[config.mk]
export PLATFORM = sky130hd
export DESIGN_NAME = tpw_top
export DESIGN_NICKNAME = d
export VERILOG_FILES = /design/src/design/tpw_pkg.sv /design/src/design/tpw_channel.sv /design/src/design/tpw_top.sv
export SDC_FILE = /design/constraint.sdc
export NUM_CORES = 1
export LEC_CHECK = 0
export BUFFER_PORTS_ARGS = -buffer_cell sky130_fd_sc_hd__clkbuf_2
export CORE_UTILIZATION = 35
export DETAILED_ROUTE_END_ITERATION = 8
export PLACE_DENSITY = 0.57
export SYNTH_ARGS = -nofsm -noshare
export SYNTH_HDL_FRONTEND = slang
export SYNTH_SLANG_ARGS = --single-unit
[constraint.sdc]
create_clock -name clk -period 2.4 [get_ports clk]
set_input_delay 0.36 -clock clk [delete_from_list [all_inputs] [get_ports clk]]
set_output_delay 0.36 -clock clk [all_outputs]
set_load 0.03 [all_outputs]
[src/design/tpw_pkg.sv]
// Purpose: Shared constants for the timer PWM waveform block
// Assumes: 8-bit counter, 32-bit Avalon-MM register bus
// Notes:   Offsets are byte addresses of aligned words
package tpw_pkg;
  // ==========================================================
  // Register map
  localparam logic [3:0] OFS_CTRL   = 4'h0;
  localparam logic [3:0] OFS_CMP_A  = 4'h4;
  localparam logic [3:0] OFS_CMP_B  = 4'h8;
  localparam logic [3:0] OFS_STATUS = 4'hc;
  // ==========================================================
  // Control field positions
  localparam int WGM_LSB   = 0;
  localparam int CS_LSB    = 4;
  localparam int COMA_LSB  = 8;
  localparam int COMB_LSB  = 10;
  localparam int DIRA_BIT  = 12;
  localparam int DIRB_BIT  = 13;
  localparam int PORTA_BIT = 14;
  localparam int PORTB_BIT = 15;
  // ==========================================================
  // Values
  localparam logic [7:0]  BOTTOM_VAL = 8'h00;
  localparam logic [7:0]  MAX_VAL    = 8'hff;
  localparam logic [15:0] CTRL_RST   = 16'h0000;
  localparam logic [7:0]  CMP_RST    = 8'h00;
  localparam logic [2:0]  WGM_FAST_FF  = 3'h3;
  localparam logic [2:0]  WGM_FAST_A   = 3'h7;
  localparam logic [2:0]  WGM_PHASE_FF = 3'h1;
  localparam logic [2:0]  WGM_PHASE_A  = 3'h5;
  localparam logic [1:0]  COM_OFF    = 2'h0;
  localparam logic [1:0]  COM_TOGGLE = 2'h1;
  localparam logic [1:0]  COM_NONINV = 2'h2;
  localparam logic [1:0]  COM_INV    = 2'h3;
  // Prescale terminal counts (divide minus one)
  localparam logic [9:0] DIV8_TC    = 10'h007;
  localparam logic [9:0] DIV64_TC   = 10'h03f;
  localparam logic [9:0] DIV256_TC  = 10'h0ff;
  localparam logic [9:0] DIV1024_TC = 10'h3ff;
endpackage

[src/design/tpw_channel.sv]
// Purpose: One compare channel: buffered compare value and output bit
// Assumes: Tick comes from the prescaler; direction and period edges come from the counter
// Notes:   Toggle is offered only when toggle_ok is high
`timescale 1ns/1ns
module tpw_channel
  import tpw_pkg::*;
(
  input  wire logic       clk,
  input  wire logic       rst_n,
  input  wire logic       tick,
  input  wire logic       fast,
  input  wire logic       phase,
  input  wire logic       toggle_ok,
  input  wire logic [1:0] mode,
  input  wire logic [7:0] buf_value,
  input  wire logic [7:0] count,
  input  wire logic [7:0] top,
  input  wire logic       up,
  input  wire logic       load,
  input  wire logic       at_bottom,
  input  wire logic       phase_top,
  output logic      [7:0] active_value,
  output logic            bit_out
);
  logic match;
  logic inv;
  logic seen_up;

  // ==========================================================
  // Compare value transfer
  // In fast and phase modes, loading only at a period edge keeps one value per period
  always_ff @(posedge clk) begin
    if (!rst_n) begin
      active_value <= CMP_RST;
    end else if (!(fast || phase)) begin
      active_value <= buf_value;
    end else if (load) begin
      active_value <= buf_value;
    end
  end

  assign match = tick && (count == active_value);
  assign inv   = (mode == COM_INV);

  // Up-slope match seen since the last BOTTOM; a miss is made up there
  always_ff @(posedge clk) begin
    if (!rst_n) begin
      seen_up <= 1'b0;
    end else if (at_bottom) begin
      seen_up <= 1'b0;
    end else if (match && up) begin
      seen_up <= 1'b1;
    end
  end

  // ==========================================================
  // Output bit
  always_ff @(posedge clk) begin
    if (!rst_n) begin
      bit_out <= 1'b0;
    end else if (mode == COM_TOGGLE) begin
      if (toggle_ok && match) begin
        bit_out <= ~bit_out;
      end
    end else if (mode[1] && fast && tick) begin
      // Match at TOP is ignored so the level stays constant
      if (count == top) begin
        bit_out <= ~inv;
      end else if (match) begin
        bit_out <= inv;
      end
    end else if (mode[1] && phase && tick) begin
      if (phase_top && active_value == top) begin
        bit_out <= ~inv;
      end else if (match && (up || at_bottom)) begin
        // A match at BOTTOM opens the up slope, so it clears
        bit_out <= inv;
      end else if (match) begin
        bit_out <= ~inv;
      end else if (at_bottom && !seen_up && active_value != top) begin
        bit_out <= inv;
      end
    end
  end

  // Non-inverting fast mode output is set after every tick at TOP
  fast_top_a: assert property (@(posedge clk) disable iff (!rst_n)
    fast && tick && mode == COM_NONINV && count == top
      |=> bit_out) else $error("fast top not set");
endmodule

[src/design/tpw_top.sv]
// Purpose: 8-bit timer waveform generator, fast and phase PWM modes
// Assumes: Avalon-MM slave, one clock, synchronous active-low reset
// Notes:   Normal and CTC modes just count up and wrap
//
// The implementer's own choices: the Avalon-MM register port and the address map.
`timescale 1ns/1ns
module tpw_top
  import tpw_pkg::*;
(
  input  wire logic        clk,
  input  wire logic        rst_n,
  input  wire logic [3:0]  address,
  input  wire logic        read,
  input  wire logic        write,
  input  wire logic [31:0] writedata,
  input  wire logic [3:0]  byteenable,
  output logic      [31:0] readdata,
  output logic             waitrequest,
  output logic             wave_pin_a,
  output logic             wave_pin_a_oe,
  output logic             wave_pin_b,
  output logic             wave_pin_b_oe
);
  // ==========================================================
  // Declarations
  logic [15:0] ctrl;
  logic [7:0]  compare_register_a;
  logic [7:0]  compare_register_b;
  logic [7:0]  count_value;
  logic        count_up;
  logic        overflow_flag;
  logic        match_flag_a;
  logic        match_flag_b;
  logic        pending;
  logic [9:0]  presc;
  logic        timer_tick;
  logic [7:0]  active_a;
  logic [7:0]  active_b;
  logic        wave_output_a;
  logic        wave_output_b;
  logic [2:0]  waveform_mode_field;
  logic [2:0]  clk_sel;
  logic [1:0]  compare_output_mode_a;
  logic [1:0]  compare_output_mode_b;
  logic        fast;
  logic        phase;
  logic [7:0]  top;
  logic        at_top;
  logic        at_bottom;
  logic        load;
  logic        phase_top;
  logic        ovf_set;
  logic        acc_wr;
  logic        acc_rd;
  logic [7:0]  next_count;

  assign waveform_mode_field   = ctrl[WGM_LSB +: 3];
  assign clk_sel               = ctrl[CS_LSB +: 3];
  assign compare_output_mode_a = ctrl[COMA_LSB +: 2];
  assign compare_output_mode_b = ctrl[COMB_LSB +: 2];

  // ==========================================================
  // Mode decode
  assign fast  = (waveform_mode_field == WGM_FAST_FF) ||
                 (waveform_mode_field == WGM_FAST_A);
  assign phase = (waveform_mode_field == WGM_PHASE_FF) ||
                 (waveform_mode_field == WGM_PHASE_A);
  // High mode bit picks compare A as top in both families
  assign top   = waveform_mode_field[2] ? active_a : MAX_VAL;
  assign at_top    = (count_value == top);
  assign at_bottom = (count_value == BOTTOM_VAL);

  // ==========================================================
  // Prescaler: free-running divider, tick is a one-cycle enable
  function automatic logic presc_hit(input logic [2:0] sel,
                                     input logic [9:0] cnt);
    case (sel)
      3'h1:    presc_hit = 1'b1;
      3'h2:    presc_hit = (cnt[2:0] == DIV8_TC[2:0]);
      3'h3:    presc_hit = (cnt[5:0] == DIV64_TC[5:0]);
      3'h4:    presc_hit = (cnt[7:0] == DIV256_TC[7:0]);
      3'h5:    presc_hit = (cnt == DIV1024_TC);
      default: presc_hit = 1'b0;  // Stopped; external sources absent
    endcase
  endfunction

  always_ff @(posedge clk) begin
    if (!rst_n) begin
      presc <= 10'h000;
    end else begin
      presc <= presc + 10'h001;
    end
  end

  always_ff @(posedge clk) begin
    if (!rst_n) begin
      timer_tick <= 1'b0;
    end else begin
      timer_tick <= presc_hit(clk_sel, presc);
    end
  end

  // ==========================================================
  // Counter
  always_comb begin
    next_count = count_value + 8'h01;
    if (fast && at_top) begin
      next_count = BOTTOM_VAL;
    end else if (phase) begin
      if (count_up && !at_top) begin
        next_count = count_value + 8'h01;
      end else if (!count_up && !at_bottom) begin
        next_count = count_value - 8'h01;
      end else if (count_up) begin
        next_count = count_value - 8'h01;
      end else begin
        next_count = count_value + 8'h01;
      end
    end
  end

  always_ff @(posedge clk) begin
    if (!rst_n) begin
      count_value <= BOTTOM_VAL;
    end else if (timer_tick) begin
      count_value <= next_count;
    end
  end

  // Direction: turns down at top, up at bottom
  // Bottom wins while going down so a TOP of zero cannot lock it
  always_ff @(posedge clk) begin
    if (!rst_n) begin
      count_up <= 1'b1;
    end else if (!phase) begin
      count_up <= 1'b1;
    end else if (timer_tick && at_bottom && !count_up) begin
      count_up <= 1'b1;
    end else if (timer_tick && at_top) begin
      count_up <= 1'b0;
    end
  end

  // ==========================================================
  // Buffer load point and overflow event
  assign load      = timer_tick && (fast ? at_top : at_top && count_up);
  assign phase_top = at_top && count_up;
  assign ovf_set   = timer_tick &&
                     (fast  ? at_top :
                      phase ? at_bottom && !count_up :
                              count_value == MAX_VAL);

  // ==========================================================
  // Channels
  tpw_channel u_chan_a (
    .clk          (clk),
    .rst_n        (rst_n),
    .tick         (timer_tick),
    .fast         (fast),
    .phase        (phase),
    .toggle_ok    (waveform_mode_field[2]),
    .mode         (compare_output_mode_a),
    .buf_value    (compare_register_a),
    .count        (count_value),
    .top          (top),
    .up           (count_up),
    .load         (load),
    .at_bottom    (timer_tick && at_bottom),
    .phase_top    (phase_top),
    .active_value (active_a),
    .bit_out      (wave_output_a)
  );

  tpw_channel u_chan_b (
    .clk          (clk),
    .rst_n        (rst_n),
    .tick         (timer_tick),
    .fast         (fast),
    .phase        (phase),
    .toggle_ok    (1'b0),
    .mode         (compare_output_mode_b),
    .buf_value    (compare_register_b),
    .count        (count_value),
    .top          (top),
    .up           (count_up),
    .load         (load),
    .at_bottom    (timer_tick && at_bottom),
    .phase_top    (phase_top),
    .active_value (active_b),
    .bit_out      (wave_output_b)
  );

  // ==========================================================
  // Pin drive: waveform overrides port when mode is nonzero
  always_ff @(posedge clk) begin
    if (!rst_n) begin
      wave_pin_a    <= 1'b0;
      wave_pin_b    <= 1'b0;
      wave_pin_a_oe <= 1'b0;
      wave_pin_b_oe <= 1'b0;
    end else begin
      wave_pin_a    <= (|compare_output_mode_a) ? wave_output_a
                       : ctrl[PORTA_BIT];
      wave_pin_b    <= (|compare_output_mode_b) ? wave_output_b
                       : ctrl[PORTB_BIT];
      wave_pin_a_oe <= ctrl[DIRA_BIT];
      wave_pin_b_oe <= ctrl[DIRB_BIT];
    end
  end

  // ==========================================================
  // Avalon slave: one wait cycle, answer on the second edge
  // Read data is captured when the request is taken so that it
  // already stands at the edge where waitrequest is seen low
  assign acc_wr = write && pending;
  assign acc_rd = read && !pending && waitrequest;

  always_ff @(posedge clk) begin
    if (!rst_n) begin
      pending     <= 1'b0;
      waitrequest <= 1'b1;
    end else if ((read || write) && !pending && waitrequest) begin
      pending     <= 1'b1;
      waitrequest <= 1'b0;
    end else begin
      pending     <= 1'b0;
      waitrequest <= 1'b1;
    end
  end

  // Writes to control and compare buffers
  always_ff @(posedge clk) begin
    if (!rst_n) begin
      ctrl               <= CTRL_RST;
      compare_register_a <= CMP_RST;
      compare_register_b <= CMP_RST;
    end else if (acc_wr) begin
      case (address)
        OFS_CTRL: begin
          // Bits 3 and 7 are reserved: never written, read as zero
          if (byteenable[0]) ctrl[WGM_LSB +: 3] <= writedata[WGM_LSB +: 3];
          if (byteenable[0]) ctrl[CS_LSB +: 3]  <= writedata[CS_LSB +: 3];
          if (byteenable[1]) ctrl[15:8] <= writedata[15:8];
        end
        OFS_CMP_A: begin
          if (byteenable[0]) compare_register_a <= writedata[7:0];
        end
        OFS_CMP_B: begin
          if (byteenable[0]) compare_register_b <= writedata[7:0];
        end
        default: ;
      endcase
    end
  end

  // Sticky flags: a set in the clear cycle wins
  always_ff @(posedge clk) begin
    if (!rst_n) begin
      overflow_flag <= 1'b0;
      match_flag_a  <= 1'b0;
      match_flag_b  <= 1'b0;
    end else begin
      if (ovf_set) begin
        overflow_flag <= 1'b1;
      end else if (acc_wr && address == OFS_STATUS && writedata[0]) begin
        overflow_flag <= 1'b0;
      end
      if (timer_tick && count_value == active_a) begin
        match_flag_a <= 1'b1;
      end else if (acc_wr && address == OFS_STATUS && writedata[1]) begin
        match_flag_a <= 1'b0;
      end
      if (timer_tick && count_value == active_b) begin
        match_flag_b <= 1'b1;
      end else if (acc_wr && address == OFS_STATUS && writedata[2]) begin
        match_flag_b <= 1'b0;
      end
    end
  end

  // Read data; unmapped reads return zero
  always_ff @(posedge clk) begin
    if (!rst_n) begin
      readdata <= 32'h0000_0000;
    end else if (acc_rd) begin
      case (address)
        OFS_CTRL:   readdata <= {16'h0000, ctrl};
        OFS_CMP_A:  readdata <= {24'h000000, compare_register_a};
        OFS_CMP_B:  readdata <= {24'h000000, compare_register_b};
        OFS_STATUS: readdata <= {count_value, 8'h00, 8'h00,
                                 5'h00, match_flag_b, match_flag_a,
                                 overflow_flag};
        default:    readdata <= 32'h0000_0000;
      endcase
    end
  end

  // ==========================================================
  // Checks
  fast_wrap_a: assert property (@(posedge clk) disable iff (!rst_n)
    timer_tick && fast && at_top |=> count_value == BOTTOM_VAL)
    else $error("fast counter did not wrap");
  phase_turn_a: assert property (@(posedge clk) disable iff (!rst_n)
    timer_tick && phase && at_top && count_up && top != BOTTOM_VAL
    |=> !count_up) else $error("phase did not turn");
  ovf_fast_a: assert property (@(posedge clk) disable iff (!rst_n)
    timer_tick && fast && at_top |=> overflow_flag)
    else $error("overflow not set at top");
  ovf_phase_a: assert property (@(posedge clk) disable iff (!rst_n)
    timer_tick && phase && at_bottom && !count_up |=> overflow_flag)
    else $error("overflow not set at bottom");
  tick_pulse_a: assert property (@(posedge clk) disable iff (!rst_n)
    clk_sel != 3'h1 && $past(clk_sel) != 3'h1 && timer_tick
    |=> !timer_tick)
    else $error("tick longer than one cycle");
  count_hold_a: assert property (@(posedge clk) disable iff (!rst_n)
    !timer_tick |=> $stable(count_value))
    else $error("counter moved without tick");
  pin_dir_a: assert property (@(posedge clk) disable iff (!rst_n)
    1'b1 |=> wave_pin_a_oe == $past(ctrl[DIRA_BIT]))
    else $error("pin enable wrong");
  buf_hold_a: assert property (@(posedge clk) disable iff (!rst_n)
    fast && !load && $stable(fast) |=> $stable(active_b))
    else $error("compare changed mid period");

  fast_run_c:  cover property (@(posedge clk) fast && load);
  phase_run_c: cover property (@(posedge clk) phase && timer_tick &&
                               at_bottom && !count_up);
  toggle_c:    cover property (@(posedge clk)
                               compare_output_mode_a == COM_TOGGLE &&
                               $changed(wave_output_a));
endmodule

==> out/qor.csv, run 1 <==
stage,metric,value,unit
cells_and_area,Syn-to-layout area delta,16.6,%
synth,leading post-synthesis cells by cell area,"dfxtp_1, mux2i_1, nor2_1, a22oi_1, xor2_1",
clock_tree,CTS Root Buffer Type,clkbuf_16,
place,"worst slack, placed",0.0783,ns
sta,"Slew Viols, Final",0,
routing,number of remaining DRC errors,0,
power_and_ir_drop,register share of total power,0.526,
power_and_ir_drop,worst vdd ir,0.373,mV
synth,most instantiated flip-flop cell in the synthesis netlist,dfxtp_1,
synth,warnings from Yosys,0,
min_path,class of the tightest hold or removal check,in -> reg,
sta,Final Skew,0.00868,ns
power_and_ir_drop,clock share of power,0.428,
sta,worst hold slack,0.257,ns
power_and_ir_drop,total internal power,2.48,mW
setup_path,critical path data arrival time,2.60,ns
cells_and_area,total inserted antenna cells,0,
cells_and_area,share of post-route cells with drive strength above 1,0.209,
clock_tree,clock slew at reported path FFs,0.07,ns
sta,Final Setup Violations,0,
synth,cell taking the most area after synthesis,dfxtp_1,
floorplan,die height,123,µm
global_route,wire length of the first global-routing pass,20.1,mm
synth,"count leader, synth",nor2_1,
global_route,pin count of the biggest net entering global routing,33,
routing,DRT Pass-1 Iters,4,
floorplan,die footprint,15000,µm²
place,Buffers on Ports,54,
routing,remaining antenna violation count after routing,0,
setup_path,endpoint kind of the worst setup timing path,flop,
cells_and_area,Post-layout nets,681,
synth,"FF+latch count, synth",103,
synth,proportion of synthesized flip-flops having asynchronous set or reset,0,
setup_path,crit path kind,reg -> reg,
sta,f_max,425,MHz
synth,number of enable flip-flop cells after synthesis,0,
routing,starting DRC count in detailed routing,237,
clock_tree,clock tree from TritonCTS,done,
floorplan,I/O pin count,81,
sta,post-route clock period utilization,0.981,
place,post-detail-place hpwl,9.24,mm
routing,detailed-routed wire length on met3,585,µm
power_and_ir_drop,Leak Pwr,2.32,nW
synth,Syn Area/Cell,8.98,µm²
setup_path,maximum net fanout on the critical path,4,
power_and_ir_drop,reported net switching power,0.794,mW
sta,final worst setup slack,0.0458,ns
setup_path,cell with the biggest individual delay on the critical path,or3b_4,
sta,RSZ-0062 raised after global routing,yes,
power_and_ir_drop,proportion of power drawn by combinational gates,0.046,
clock_tree,clock insertion delay at the later pin of the skew report,0.35,ns
floorplan,initial core utilization,0.362,
floorplan,row cnt,43,
sta,transition time at the pin with the least slew margin,0.675,ns
synth,cell area after synthesis,5090,µm²
sta,relative slew slack,0.548,
routing,met1 routed wirelength after detailed routing,6.02,mm
synth,Synth cell types,64,
synth,gate count after technology mapping,567,
setup_path,largest stage delay on the critical path,0.39,ns
floorplan,Core Footprint,14000,µm²
status,status,finished clean,
global_route,All-Layer GR Usage,0.174,
power_and_ir_drop,sw frac,0.242,
cells_and_area,area taken by multi-input logic gates,2730,µm²
routing,via count,4215,
clock_tree,deepest level of the CTS H-tree,3,
global_route,total grt overflow,0,
cells_and_area,combined flip-flop and latch cell area,2060,µm²
synth,Commonest cells post-synth,"nor2_1, dfxtp_1, mux2i_1",
floorplan,width of the die,123,µm
clock_tree,clock sink count,103,
run,max capacitance violation total,0,
global_route,antenna violations before repair,0,
routing,highest signal layer in the routed design,met4,
clock_tree,"buffers from clock root to sink, at most",2,
power_and_ir_drop,power per standard cell area,552,nW/µm²
sta,number of hold violations in the final report,0,
routing,average detailed-routed wire length per instance,15.4,µm
routing,aggregate routed wire length,12.6,mm
synth,fraction of synthesized cell area taken by the top area cell type,0.405,
global_route,number of global-route vias before repair,3887,
routing,detailed route wirelength on metal2,5.72,mm
clock_tree,number of buffers inserted by hold repair at cts,0,
clock_tree,Num CTS Buffers,9,
setup_path,Setup crit start kind,flop,
synth,sequential element share of the synthesized area,0.405,
routing,via density per instance,5.16,
sta,post-layout min period,2.35,ns
place,routability cong.,0.798,
cells_and_area,number of filler instances in the final layout,1404,
setup_path,cell breakdown of the critical path,"or3b_4, a222oi_1, o2111ai_2, nor2_2, buf_4, a21oi_1, xor2_1, o41ai_1",
setup_path,required time of the critical path,2.65,ns
==> routing by layer <==
metal / track usage / vias to the layer above
met3: 0.0404 / 19
met2: 0.269 / 95
li1: - / 2099
met1: 0.236 / 2002
met5: 0 / -
met4: 0.0625 / 0
==> cells in the final DEF (no fill, tap or decap), drive strengths merged, types with 8 or more instances in the layout <==
master,n
a21oi,16
a22oi,25
buf,37
clkbuf,64
conb,8
dfxtp,103
inv,16
mux2i,55
nand2,33
nand3,24
nor2,107
xnor2,12
xor2,19
==> sequential cells by signal (all words and copies together) (netlist names), 8 cells and up <==
| name | cells |
|---|---|
| u_chan_a.active_value | 8 |
| count_value | 8 |
| compare_register_b | 8 |
| ctrl | 14 |
| u_chan_b.active_value | 8 |
| readdata | 24 |
| presc | 10 |
| compare_register_a | 8 |
==> stage by stage <==
stage / area (µm²) / cells / power (mW) / utilization / setup TNS [ns]
floorplan: 5120 / 574 / 1.86 / - / 0
global placement: 5610 / 799 / 1.91 / 0.400 / 0
global route: 5940 / 817 / 3.40 / 0.423 / -0.152
finish: 5940 / 817 / 3.28 / 0.423 / 0
detailed placement: 5610 / 799 / 1.92 / 0.400 / 0
CTS: 5900 / 815 / 3.32 / 0.420 / 0
==> critical path, delay by kind of cell (launching register included) <==
family / cells / cell delay (ns)
AO/OA/AOI/OAI: 4 / 0.89
XOR/XNOR: 1 / 0.15
buffers and inverters: 1 / 0.20
flip-flops: 1 / 0.32
AND/OR/NAND/NOR: 2 / 0.68
==> final cells by class <==
type / count / area share
clock inverter: 6 / 0.00927
clock buffer: 10 / 0.0386
multi-input combinational: 413 / 0.460
sequential: 103 / 0.348
tap: 180 / 0.0379
timing repair buffer: 91 / 0.0972
inverter: 14 / 0.00885
==> worst paths after layout <==
| kind | from | end | slack [ns] | cells past startpoint |
|---|---|---|---|---|
| worst max-delay path | count_value[1] | u_chan_b.bit_out | 0.05 | 8 |
| worst min-delay path | writedata[12] | ctrl[12] | 0.26 | 3 |
| worst max register to register | count_value[1] | u_chan_b.bit_out | 0.05 | 8 |
| worst min register to register | presc[0] | presc[0] | 0.46 | 1 |
==> power groups by stage <==
stage               Sequential, mW  Combinational (mW)  Clock [mW]
finish                        1.72               0.149        1.40
global route                  1.73               0.167        1.51
CTS                           1.72               0.151        1.45
detailed placement            1.77               0.150           0
global placement              1.76               0.148           0
floorplan                     1.77              0.0958           0
==> what timing repair did <==
action	4_1_cts	5_1_grt
endpoints found under the setup margin	0	22
buffers inserted	0	2
gates resized for setup	0	6
==> kinds of logic after synthesis <==
| family | share of synthesized area |
|---|---|
| AOI/OAI and AO/OA | 0.130 |
| xor gates and xnor gates | 0.0533 |
| adders and majority gates | 0.0123 |
| buffers and inverters | 0.0644 |
| DFF | 0.405 |
| muxes | 0.124 |
| other | 0.000737 |
| and+or+nand+nor | 0.209 |
Note: power is estimated with default switching activity, not from simulation.
==> inputs of run 2 (changes only) <==
--- a/config.mk
+++ b/config.mk
@@ -5,6 +5,7 @@
 export SDC_FILE = /design/constraint.sdc
 export NUM_CORES = 1
 export LEC_CHECK = 0
+export ABC_AREA = 1
 export BUFFER_PORTS_ARGS = -buffer_cell sky130_fd_sc_hd__clkbuf_2
 export CORE_UTILIZATION = 35
 export DETAILED_ROUTE_END_ITERATION = 8
==> run 2 against run 1 <==
Routed wire length increased by 3.6%; global-route usage rose by 0.95 points; flip-flop and latch count did not move; first-iteration DRC count rose by 25%; largest power group unchanged.
==> out/qor.csv, run 2 <==
stage,metric,value,unit,change
status,status,finished clean,,unchanged
setup_path,Setup crit start kind,flop,,unchanged
clock_tree,"buffers from clock root to sink, at most",2,,unchanged
cells_and_area,share of post-route cells with drive strength above 1,0.125,,was 0.209
sta,relative slew slack,0.649,,was 0.548
sta,RSZ-0062 raised after global routing,no,,was yes
cells_and_area,number of filler instances in the final layout,1494,,"was 1,404"
sta,Final Skew,0.00694,ns,was 0.00868 ns
routing,remaining antenna violation count after routing,0,,unchanged
cells_and_area,"top library cells by usage in the layout, fill and taps aside","nand2_1, dfxtp_1, nor2_1, inv_1, a21oi_1",,"was nor2_1, dfxtp_1, mux2i_1, clkbuf_2, buf_4"
routing,DRT Pass-1 Iters,5,,was 4
place,Buffers on Ports,54,,unchanged
setup_path,R2R setup slack,0.32,ns,was 0.05 ns
routing,number of remaining DRC errors,0,,unchanged
clock_tree,CTS Root Buffer Type,clkbuf_16,,unchanged
setup_path,required time of the critical path,2.63,ns,was 2.65 ns
clock_tree,Num CTS Buffers,9,,unchanged
synth,"count leader, synth",nand2_1,,was nor2_1
global_route,antenna violations before repair,0,,unchanged
synth,leading post-synthesis cells by cell area,"dfxtp_1, nand2_1, a21oi_1, nor2_1, inv_1",,"was dfxtp_1, mux2i_1, nor2_1, a22oi_1, xor2_1"
setup_path,cell breakdown of the critical path,"inv_1, nand2_1, nand2_1, nor2_2, nand2_1, nor2_4, o211ai_1, nand2_1, inv_2, o21ai_1, a21oi_1",,"was or3b_4, a222oi_1, o2111ai_2, nor2_2, buf_4, a21oi_1, xor2_1, o41ai_1"
clock_tree,post-cts sizing count,0,,unchanged
setup_path,cell with the biggest individual delay on the critical path,dfxtp_1,,was or3b_4
sta,post-layout min period,2.08,ns,was 2.35 ns
global_route,All-Layer GR Usage,0.184,,was 0.174
routing,via density per instance,4.89,,was 5.16
clock_tree,clock sink count,103,,unchanged
synth,Commonest cells post-synth,"nand2_1, dfxtp_1, nor2_1",,"was nor2_1, dfxtp_1, mux2i_1"
place,routability cong.,0.904,,was 0.798
global_route,total grt overflow,0,,unchanged
setup_path,worst reg-to-reg path cell count,11,,was 8
floorplan,I/O pin count,81,,unchanged
min_path,hold path startpoint,writedata[3],,was writedata[12]
sta,Final Setup Violations,0,,unchanged
cells_and_area,Top reg by flops,readdata,,unchanged
power_and_ir_drop,total power after layout,3.51,mW,was 3.28 mW
floorplan,die footprint,14700,µm²,"was 15,000 µm²"
setup_path,largest stage delay on the critical path,0.53,ns,was 0.39 ns
place,post-detail-place hpwl,9.67,mm,was 9.24 mm
sta,f_max,480,MHz,was 425 MHz
global_route,pin count of the biggest net entering global routing,55,,was 33
routing,average detailed-routed wire length per instance,13.4,µm,was 15.4 µm
min_path,worst-case hold path end point,compare_register_b[3],,was ctrl[12]
synth,fraction of synthesized cell area taken by the top area cell type,0.413,,was 0.405
clock_tree,deepest level of the CTS H-tree,3,,unchanged
setup_path,maximum net fanout on the critical path,20,,was 4
sta,total negative slack,0,ns,unchanged
sta,post-route clock period utilization,0.868,,was 0.981
synth,proportion of synthesized flip-flops having asynchronous set or reset,0,,unchanged
cells_and_area,total inserted antenna cells,0,,unchanged
clock_tree,clock tree from TritonCTS,done,,unchanged
clock_tree,clock slew at reported path FFs,0.07,ns,about the same
run,max capacitance violation total,0,,unchanged
sta,"Slew Viols, Final",0,,unchanged
cells_and_area,Top Registers,"readdata: 24 flops, ctrl: 14 flops, presc: 10 flops",,unchanged
power_and_ir_drop,worst vdd ir,0.441,mV,was 0.373 mV
min_path,class of the tightest hold or removal check,in -> reg,,unchanged
synth,warnings from Yosys,0,,unchanged
setup_path,critical path data arrival time,2.31,ns,was 2.60 ns
routing,via count,4741,,"was 4,215"
synth,most instantiated flip-flop cell in the synthesis netlist,dfxtp_1,,unchanged
global_route,number of global-route vias before repair,4199,,"was 3,887"
cells_and_area,most frequent standard cell in the layout excluding fill and tap cells,nand2_1,,was nor2_1
cells_and_area,Syn-to-layout area delta,16.2,%,was 16.6%
synth,number of enable flip-flop cells after synthesis,0,,unchanged
clock_tree,Post-CTS Setup Repair Bufs,0,,unchanged
power_and_ir_drop,Leak Pwr,2.41,nW,was 2.32 nW
clock_tree,clock insertion delay at the later pin of the skew report,0.35,ns,about the same
setup_path,crit path kind,reg -> reg,,unchanged
synth,sequential element share of the synthesized area,0.413,,was 0.405
power_and_ir_drop,power per standard cell area,606,nW/µm²,was 552 nW/µm²
min_path,cell depth of the worst hold path,3,,unchanged
global_route,wire length of the first global-routing pass,21.0,mm,was 20.1 mm
floorplan,width of the die,121,µm,was 123 µm
sta,transition time at the pin with the least slew margin,0.524,ns,was 0.675 ns
floorplan,die height,121,µm,was 123 µm
clock_tree,number of buffers inserted by hold repair at cts,0,,unchanged
cells_and_area,Post-layout nets,834,,was 681
cells_and_area,flip-flop count of the largest register after layout,24,,unchanged
setup_path,worst flop-to-flop path startpoint,count_value[6],,was count_value[1]
synth,"FF+latch count, synth",103,,unchanged
synth,cell taking the most area after synthesis,dfxtp_1,,unchanged
routing,aggregate routed wire length,13.0,mm,was 12.6 mm
setup_path,endpoint kind of the worst setup timing path,flop,,unchanged
setup_path,cell type with the highest occurrence count on the critical path,nand2_1,,
floorplan,Core Footprint,13900,µm²,"was 14,000 µm²"
synth,cell area after synthesis,4990,µm²,was 5090 µm²
synth,Synth cell types,42,,was 64
sta,number of hold violations in the final report,0,,unchanged
floorplan,initial core utilization,0.359,,was 0.362
routing,starting DRC count in detailed routing,296,,was 237
synth,gate count after technology mapping,730,,was 567
setup_path,endpoint of the most critical register-to-register path,u_chan_b.active_value[6],,was u_chan_b.bit_out
floorplan,row cnt,43,,unchanged
synth,Syn Area/Cell,6.83,µm²,was 8.98 µm²
==> run 2: changes by cell type after synthesis, sizes merged, moves of 20 or more <==
cell   before  now
nand2      33  160
nand3      24   53
inv        14   86
nor2      107   87
o21ai       7   68
a21oi      16   66
mux2i      55    0
==> run 2: cell type report <==
class,count,area [µm²],area share
Clock buffer,9,225,0.0389
Tap cell,180,225,0.0389
Timing Repair Buffer,73,425,0.0734
Sequential cell,103,2060,0.356
Inverter,87,327,0.0563
Clock inverter,7,101,0.0175
Multi-Input combinational cell,511,2430,0.419
==> run 2: worst max path at each step <==
stage	start	to	slack, ns	depth (start not counted)
after floorplan	count_value[6]	u_chan_a.active_value[6]	0.70	13
after global placement	count_value[6]	u_chan_b.active_value[0]	0.38	11
after detailed placement	count_value[6]	u_chan_b.active_value[7]	0.32	11
after CTS	count_value[6]	u_chan_b.active_value[7]	0.31	11
after global routing	count_value[5]	u_chan_b.active_value[7]	0.06	11
final	count_value[6]	u_chan_b.active_value[6]	0.32	11
==> run 2: metal layers <==
layer | wire (µm) | vias up | GRT usage
met5 | 0 | - | 0
met1 | 6560 | 2151 | 0.256
li1 | - | 2486 | -
met3 | 535 | 10 | 0.0414
met2 | 5800 | 94 | 0.286
met4 | 150 | 0 | 0.0440
==> run 2: stage by stage <==
stage	setup WS, ns	hold slack [ns]	utilization	area, µm²	cells
after detailed placement	0.322	0.438	0.394	5470	954
after global routing	0.0626	0.260	0.418	5800	970
after global placement	0.378	0.433	0.394	5470	954
after CTS	0.308	0.244	0.418	5800	970
after floorplan	0.703	0.418	-	5010	737
final	0.316	0.253	0.418	5800	970
==> run 2: worst max-delay path: cells and delay by family, from the launching register on <==
family	cells	cell delay (ns)
compound gates	3	0.37
simple gates	6	0.73
buf+inv	2	0.35
flops	1	0.53
==> run 2: power breakdown <==
| group | internal (mW) | switching, mW | leakage [nW] |
|---|---|---|---|
| Clock | 0.928 | 0.694 | 0.158 |
| Sequential | 1.72 | 0.00788 | 0.831 |
| Combinational | 0.0450 | 0.118 | 1.42 |
| Total | 2.69 | 0.820 | 2.41 |
==> run 2: kinds of logic (layout without fill, tap and decap cells) <==
| kind of cell | Yosys count | in the layout | synth area share |
|---|---|---|---|
| adders and majority gates | 5 | 5 | 0.0125 |
| AOI/OAI and AO/OA | 163 | 163 | 0.180 |
| other | 1 | 8 | 0.000752 |
| buffers and inverters | 123 | 176 | 0.105 |
| and+or+nand+nor | 327 | 327 | 0.274 |
| xor gates and xnor gates | 8 | 8 | 0.0140 |
| DFF | 103 | 103 | 0.413 |
==> inputs of run 3 (changes only) <==
--- a/config.mk
+++ b/config.mk
@@ -7,9 +7,9 @@
 export LEC_CHECK = 0
 export ABC_AREA = 1
 export BUFFER_PORTS_ARGS = -buffer_cell sky130_fd_sc_hd__clkbuf_2
-export CORE_UTILIZATION = 35
+export CORE_UTILIZATION = 33
 export DETAILED_ROUTE_END_ITERATION = 8
-export PLACE_DENSITY = 0.57
+export PLACE_DENSITY = 0.52
 export SYNTH_ARGS = -nofsm -noshare
 export SYNTH_HDL_FRONTEND = slang
 export SYNTH_SLANG_ARGS = --single-unit
==> constraint.sdc (replaced) <==
create_clock -name clk -period 2.6 [get_ports clk]
set_input_delay 0.39 -clock clk [delete_from_list [all_inputs] [get_ports clk]]
set_output_delay 0.39 -clock clk [all_outputs]
set_load 0.03 [all_outputs]
==> run 3 against run 2 <==
Utilization is 2.8 points lower; non-clock buffer count down 6; critical path depth decreased by 1; via count rose by 2.0%; sequential power down 8%; sequential share of layout area grew 0.61 points; clock power fell by 19%; setup slack improved by 0.090 ns; die area grew 6.0%; largest cell class unchanged; clock-buffer cell count rose by 2; the flow now finishes with violations (DRC); cell count down 0.21%.
==> out/qor.csv, run 3 (synthesis results as in run 2) <==
stage,metric,value,unit,change
status,status,"finished, violations left",,was finished clean
status,violated checks,DRC,,
setup_path,R2R setup slack,0.41,ns,was 0.32 ns
power_and_ir_drop,total power after layout,3.05,mW,was 3.51 mW
sta,post-route clock period utilization,0.844,,was 0.868
global_route,pin count of the biggest net entering global routing,62,,was 55
cells_and_area,Syn-to-layout area delta,14.3,%,was 16.2%
clock_tree,Post-CTS Setup Repair Bufs,0,,unchanged
setup_path,Critical Path Start,count_value[1],,was count_value[6]
sta,relative slew slack,0.622,,was 0.649
place,Buffers on Ports,54,,unchanged
place,Placed Area,5420,µm²,was 5470 µm²
setup_path,cell with the biggest individual delay on the critical path,dfxtp_1,,unchanged
global_route,antenna violations before repair,0,,unchanged
min_path,hold path startpoint,writedata[3],,unchanged
cells_and_area,"top library cells by usage in the layout, fill and taps aside","nand2_1, dfxtp_1, nor2_1, inv_1, a21oi_1",,unchanged
routing,aggregate routed wire length,13.6,mm,was 13.0 mm
setup_path,Setup crit start kind,flop,,unchanged
clock_tree,clock insertion delay at the later pin of the skew report,0.36,ns,was 0.35 ns
routing,via count,4834,,"was 4,741"
setup_path,crit path kind,reg -> reg,,unchanged
setup_path,count of buffer and inverter cells on the critical path,1,,was 2
routing,number of remaining DRC errors,10,,was 0
cells_and_area,Post-layout nets,828,,was 834
global_route,number of global-route vias before repair,4466,,"was 4,199"
global_route,All-Layer GR Usage,0.180,,was 0.184
clock_tree,deepest level of the CTS H-tree,3,,unchanged
routing,starting DRC count in detailed routing,301,,was 296
setup_path,endpoint of the most critical register-to-register path,count_value[4],,was u_chan_b.active_value[6]
sta,Final Setup Violations,0,,unchanged
global_route,wire length of the first global-routing pass,22.3,mm,was 21.0 mm
floorplan,die footprint,15600,µm²,"was 14,700 µm²"
floorplan,Core Footprint,14600,µm²,"was 13,900 µm²"
cells_and_area,final cell area excluding filler cells,5700,µm²,was 5800 µm²
floorplan,width of the die,125,µm,was 121 µm
clock_tree,clock sink count,103,,unchanged
floorplan,I/O pin count,81,,unchanged
sta,transition time at the pin with the least slew margin,0.565,ns,was 0.524 ns
sta,f_max,456,MHz,was 480 MHz
power_and_ir_drop,worst vdd ir,0.325,mV,was 0.441 mV
setup_path,number of logic stages on the critical path including buffering,10,,was 11
clock_tree,"buffers from clock root to sink, at most",2,,unchanged
min_path,class of the tightest hold or removal check,in -> reg,,unchanged
floorplan,initial core utilization,0.341,,was 0.359
clock_tree,clock slew at reported path FFs,0.07,ns,about the same
place,post-detail-place hpwl,10.3,mm,was 9.67 mm
cells_and_area,most frequent standard cell in the layout excluding fill and tap cells,nand2_1,,unchanged
sta,"Slew Viols, Final",0,,unchanged
sta,RSZ-0062 raised after global routing,no,,unchanged
floorplan,row cnt,44,,was 43
sta,post-layout min period,2.19,ns,was 2.08 ns
cells_and_area,total inserted antenna cells,0,,unchanged
cells_and_area,Top reg by flops,readdata,,unchanged
setup_path,worst flop-to-flop path startpoint,count_value[1],,was count_value[6]
setup_path,maximum net fanout on the critical path,8,,was 20
power_and_ir_drop,power per standard cell area,535,nW/µm²,was 606 nW/µm²
cells_and_area,flip-flop count of the largest register after layout,24,,unchanged
setup_path,endpoint kind of the worst setup timing path,flop,,unchanged
floorplan,die height,125,µm,was 121 µm
place,routability cong.,0.866,,was 0.904
cells_and_area,Top Registers,"readdata: 24 flops, ctrl: 14 flops, presc: 10 flops",,unchanged
sta,total negative slack,0,ns,unchanged
sta,number of hold violations in the final report,0,,unchanged
setup_path,cell breakdown of the critical path,"inv_1, nand2_1, nand2_1, nor2_1, nand4_2, a21oi_2, nand2_1, nand3_1, xor2_1, nor2_1",,"was inv_1, nand2_1, nand2_1, nor2_2, nand2_1, nor2_4, o211ai_1, nand2_1, inv_2, o21ai_1, a21oi_1"
routing,remaining antenna violation count after routing,0,,unchanged
run,max capacitance violation total,0,,unchanged
global_route,total grt overflow,0,,unchanged
setup_path,largest stage delay on the critical path,0.49,ns,was 0.53 ns
setup_path,destination of the critical timing path,count_value[4],,was u_chan_b.active_value[6]
routing,average detailed-routed wire length per instance,14.0,µm,was 13.4 µm
routing,via density per instance,4.99,,was 4.89
routing,DRT Pass-1 Iters,8,,was 5
power_and_ir_drop,Leak Pwr,2.36,nW,was 2.41 nW
cells_and_area,share of post-route cells with drive strength above 1,0.119,,was 0.125
setup_path,cell type with the highest occurrence count on the critical path,nand2_1,,unchanged
clock_tree,CTS Root Buffer Type,clkbuf_16,,unchanged
clock_tree,Num CTS Buffers,9,,unchanged
setup_path,worst reg-to-reg path cell count,10,,was 11
sta,Final Skew,0.00810,ns,was 0.00694 ns
clock_tree,clock tree from TritonCTS,done,,unchanged
setup_path,"Largest delay share family, worst path",simple AND/OR/NAND/NOR gates,,unchanged
setup_path,critical path data arrival time,2.43,ns,was 2.31 ns
setup_path,required time of the critical path,2.83,ns,was 2.63 ns
[run 3: cell count changes in the layout (fill, tap and decap cells not counted), sizes merged]
cell    before  now
clkinv       2    3
inv         89   88
buf         19   13
clkbuf      63   65
bufinv       2    0
[run 3: cell type report]
class / instances / area [µm²]
fillers: 1572 / 8940
multi-input cells: 511 / 2430
flip-flops and latches: 103 / 2060
repair buffers: 67 / 368
inverters: 87 / 327
clock buffers: 11 / 243
well taps: 184 / 230
clock inverters: 5 / 41.3
[run 3: where the power goes]
| part | internal, mW | switching (mW) | total [mW] |
|---|---|---|---|
| Sequential | 1.59 | 0.00825 | 1.60 |
| Clock | 0.686 | 0.620 | 1.31 |
| Combinational | 0.0397 | 0.107 | 0.147 |
[run 3: metrics by stage]
step | worst slack, ns | hold slack [ns] | util | instances
after floorplan | 0.903 | 0.418 | - | 737
after global placement | 0.277 | 0.430 | 0.370 | 952
after detailed placement | 0.209 | 0.443 | 0.370 | 952
after CTS | 0.204 | 0.263 | 0.389 | 968
after global routing | 0.158 | 0.275 | 0.389 | 968
final | 0.406 | 0.272 | 0.389 | 968
[run 3: routing by layer]
layer | global-route usage | up-vias | part of all wire
met4 | 0.0560 | 0 | 0.015
met1 | 0.233 | 2243 | 0.49
li1 | - | 2471 | -
met5 | 0 | - | 0
met3 | 0.0359 | 15 | 0.035
met2 | 0.302 | 105 | 0.46
[run 3: tightest hold or removal path: cells and delay by family]
family	cells	cell delay, ns
buffers and inverters	1	0.08
AND/OR/NAND/NOR	2	0.12
[run 3: how the worst min path moves through the flow]
stage          cells after the start  slack [ns]               endpoint
3_3_place_gp                       1        0.43               presc[0]
3_5_place_dp                       2        0.44          wave_pin_b_oe
5_1_grt                            3        0.27  compare_register_b[3]
2_1_floorplan                      1        0.42               presc[0]
6_report                           3        0.27  compare_register_b[3]
4_1_cts                            3        0.26  compare_register_b[3]
[run 3: repair_timing]
item,CTS,global route
hold buffers,0,0
resized for setup,0,1
hold endpoints to repair,0,0
endpoints found under the setup margin,0,5
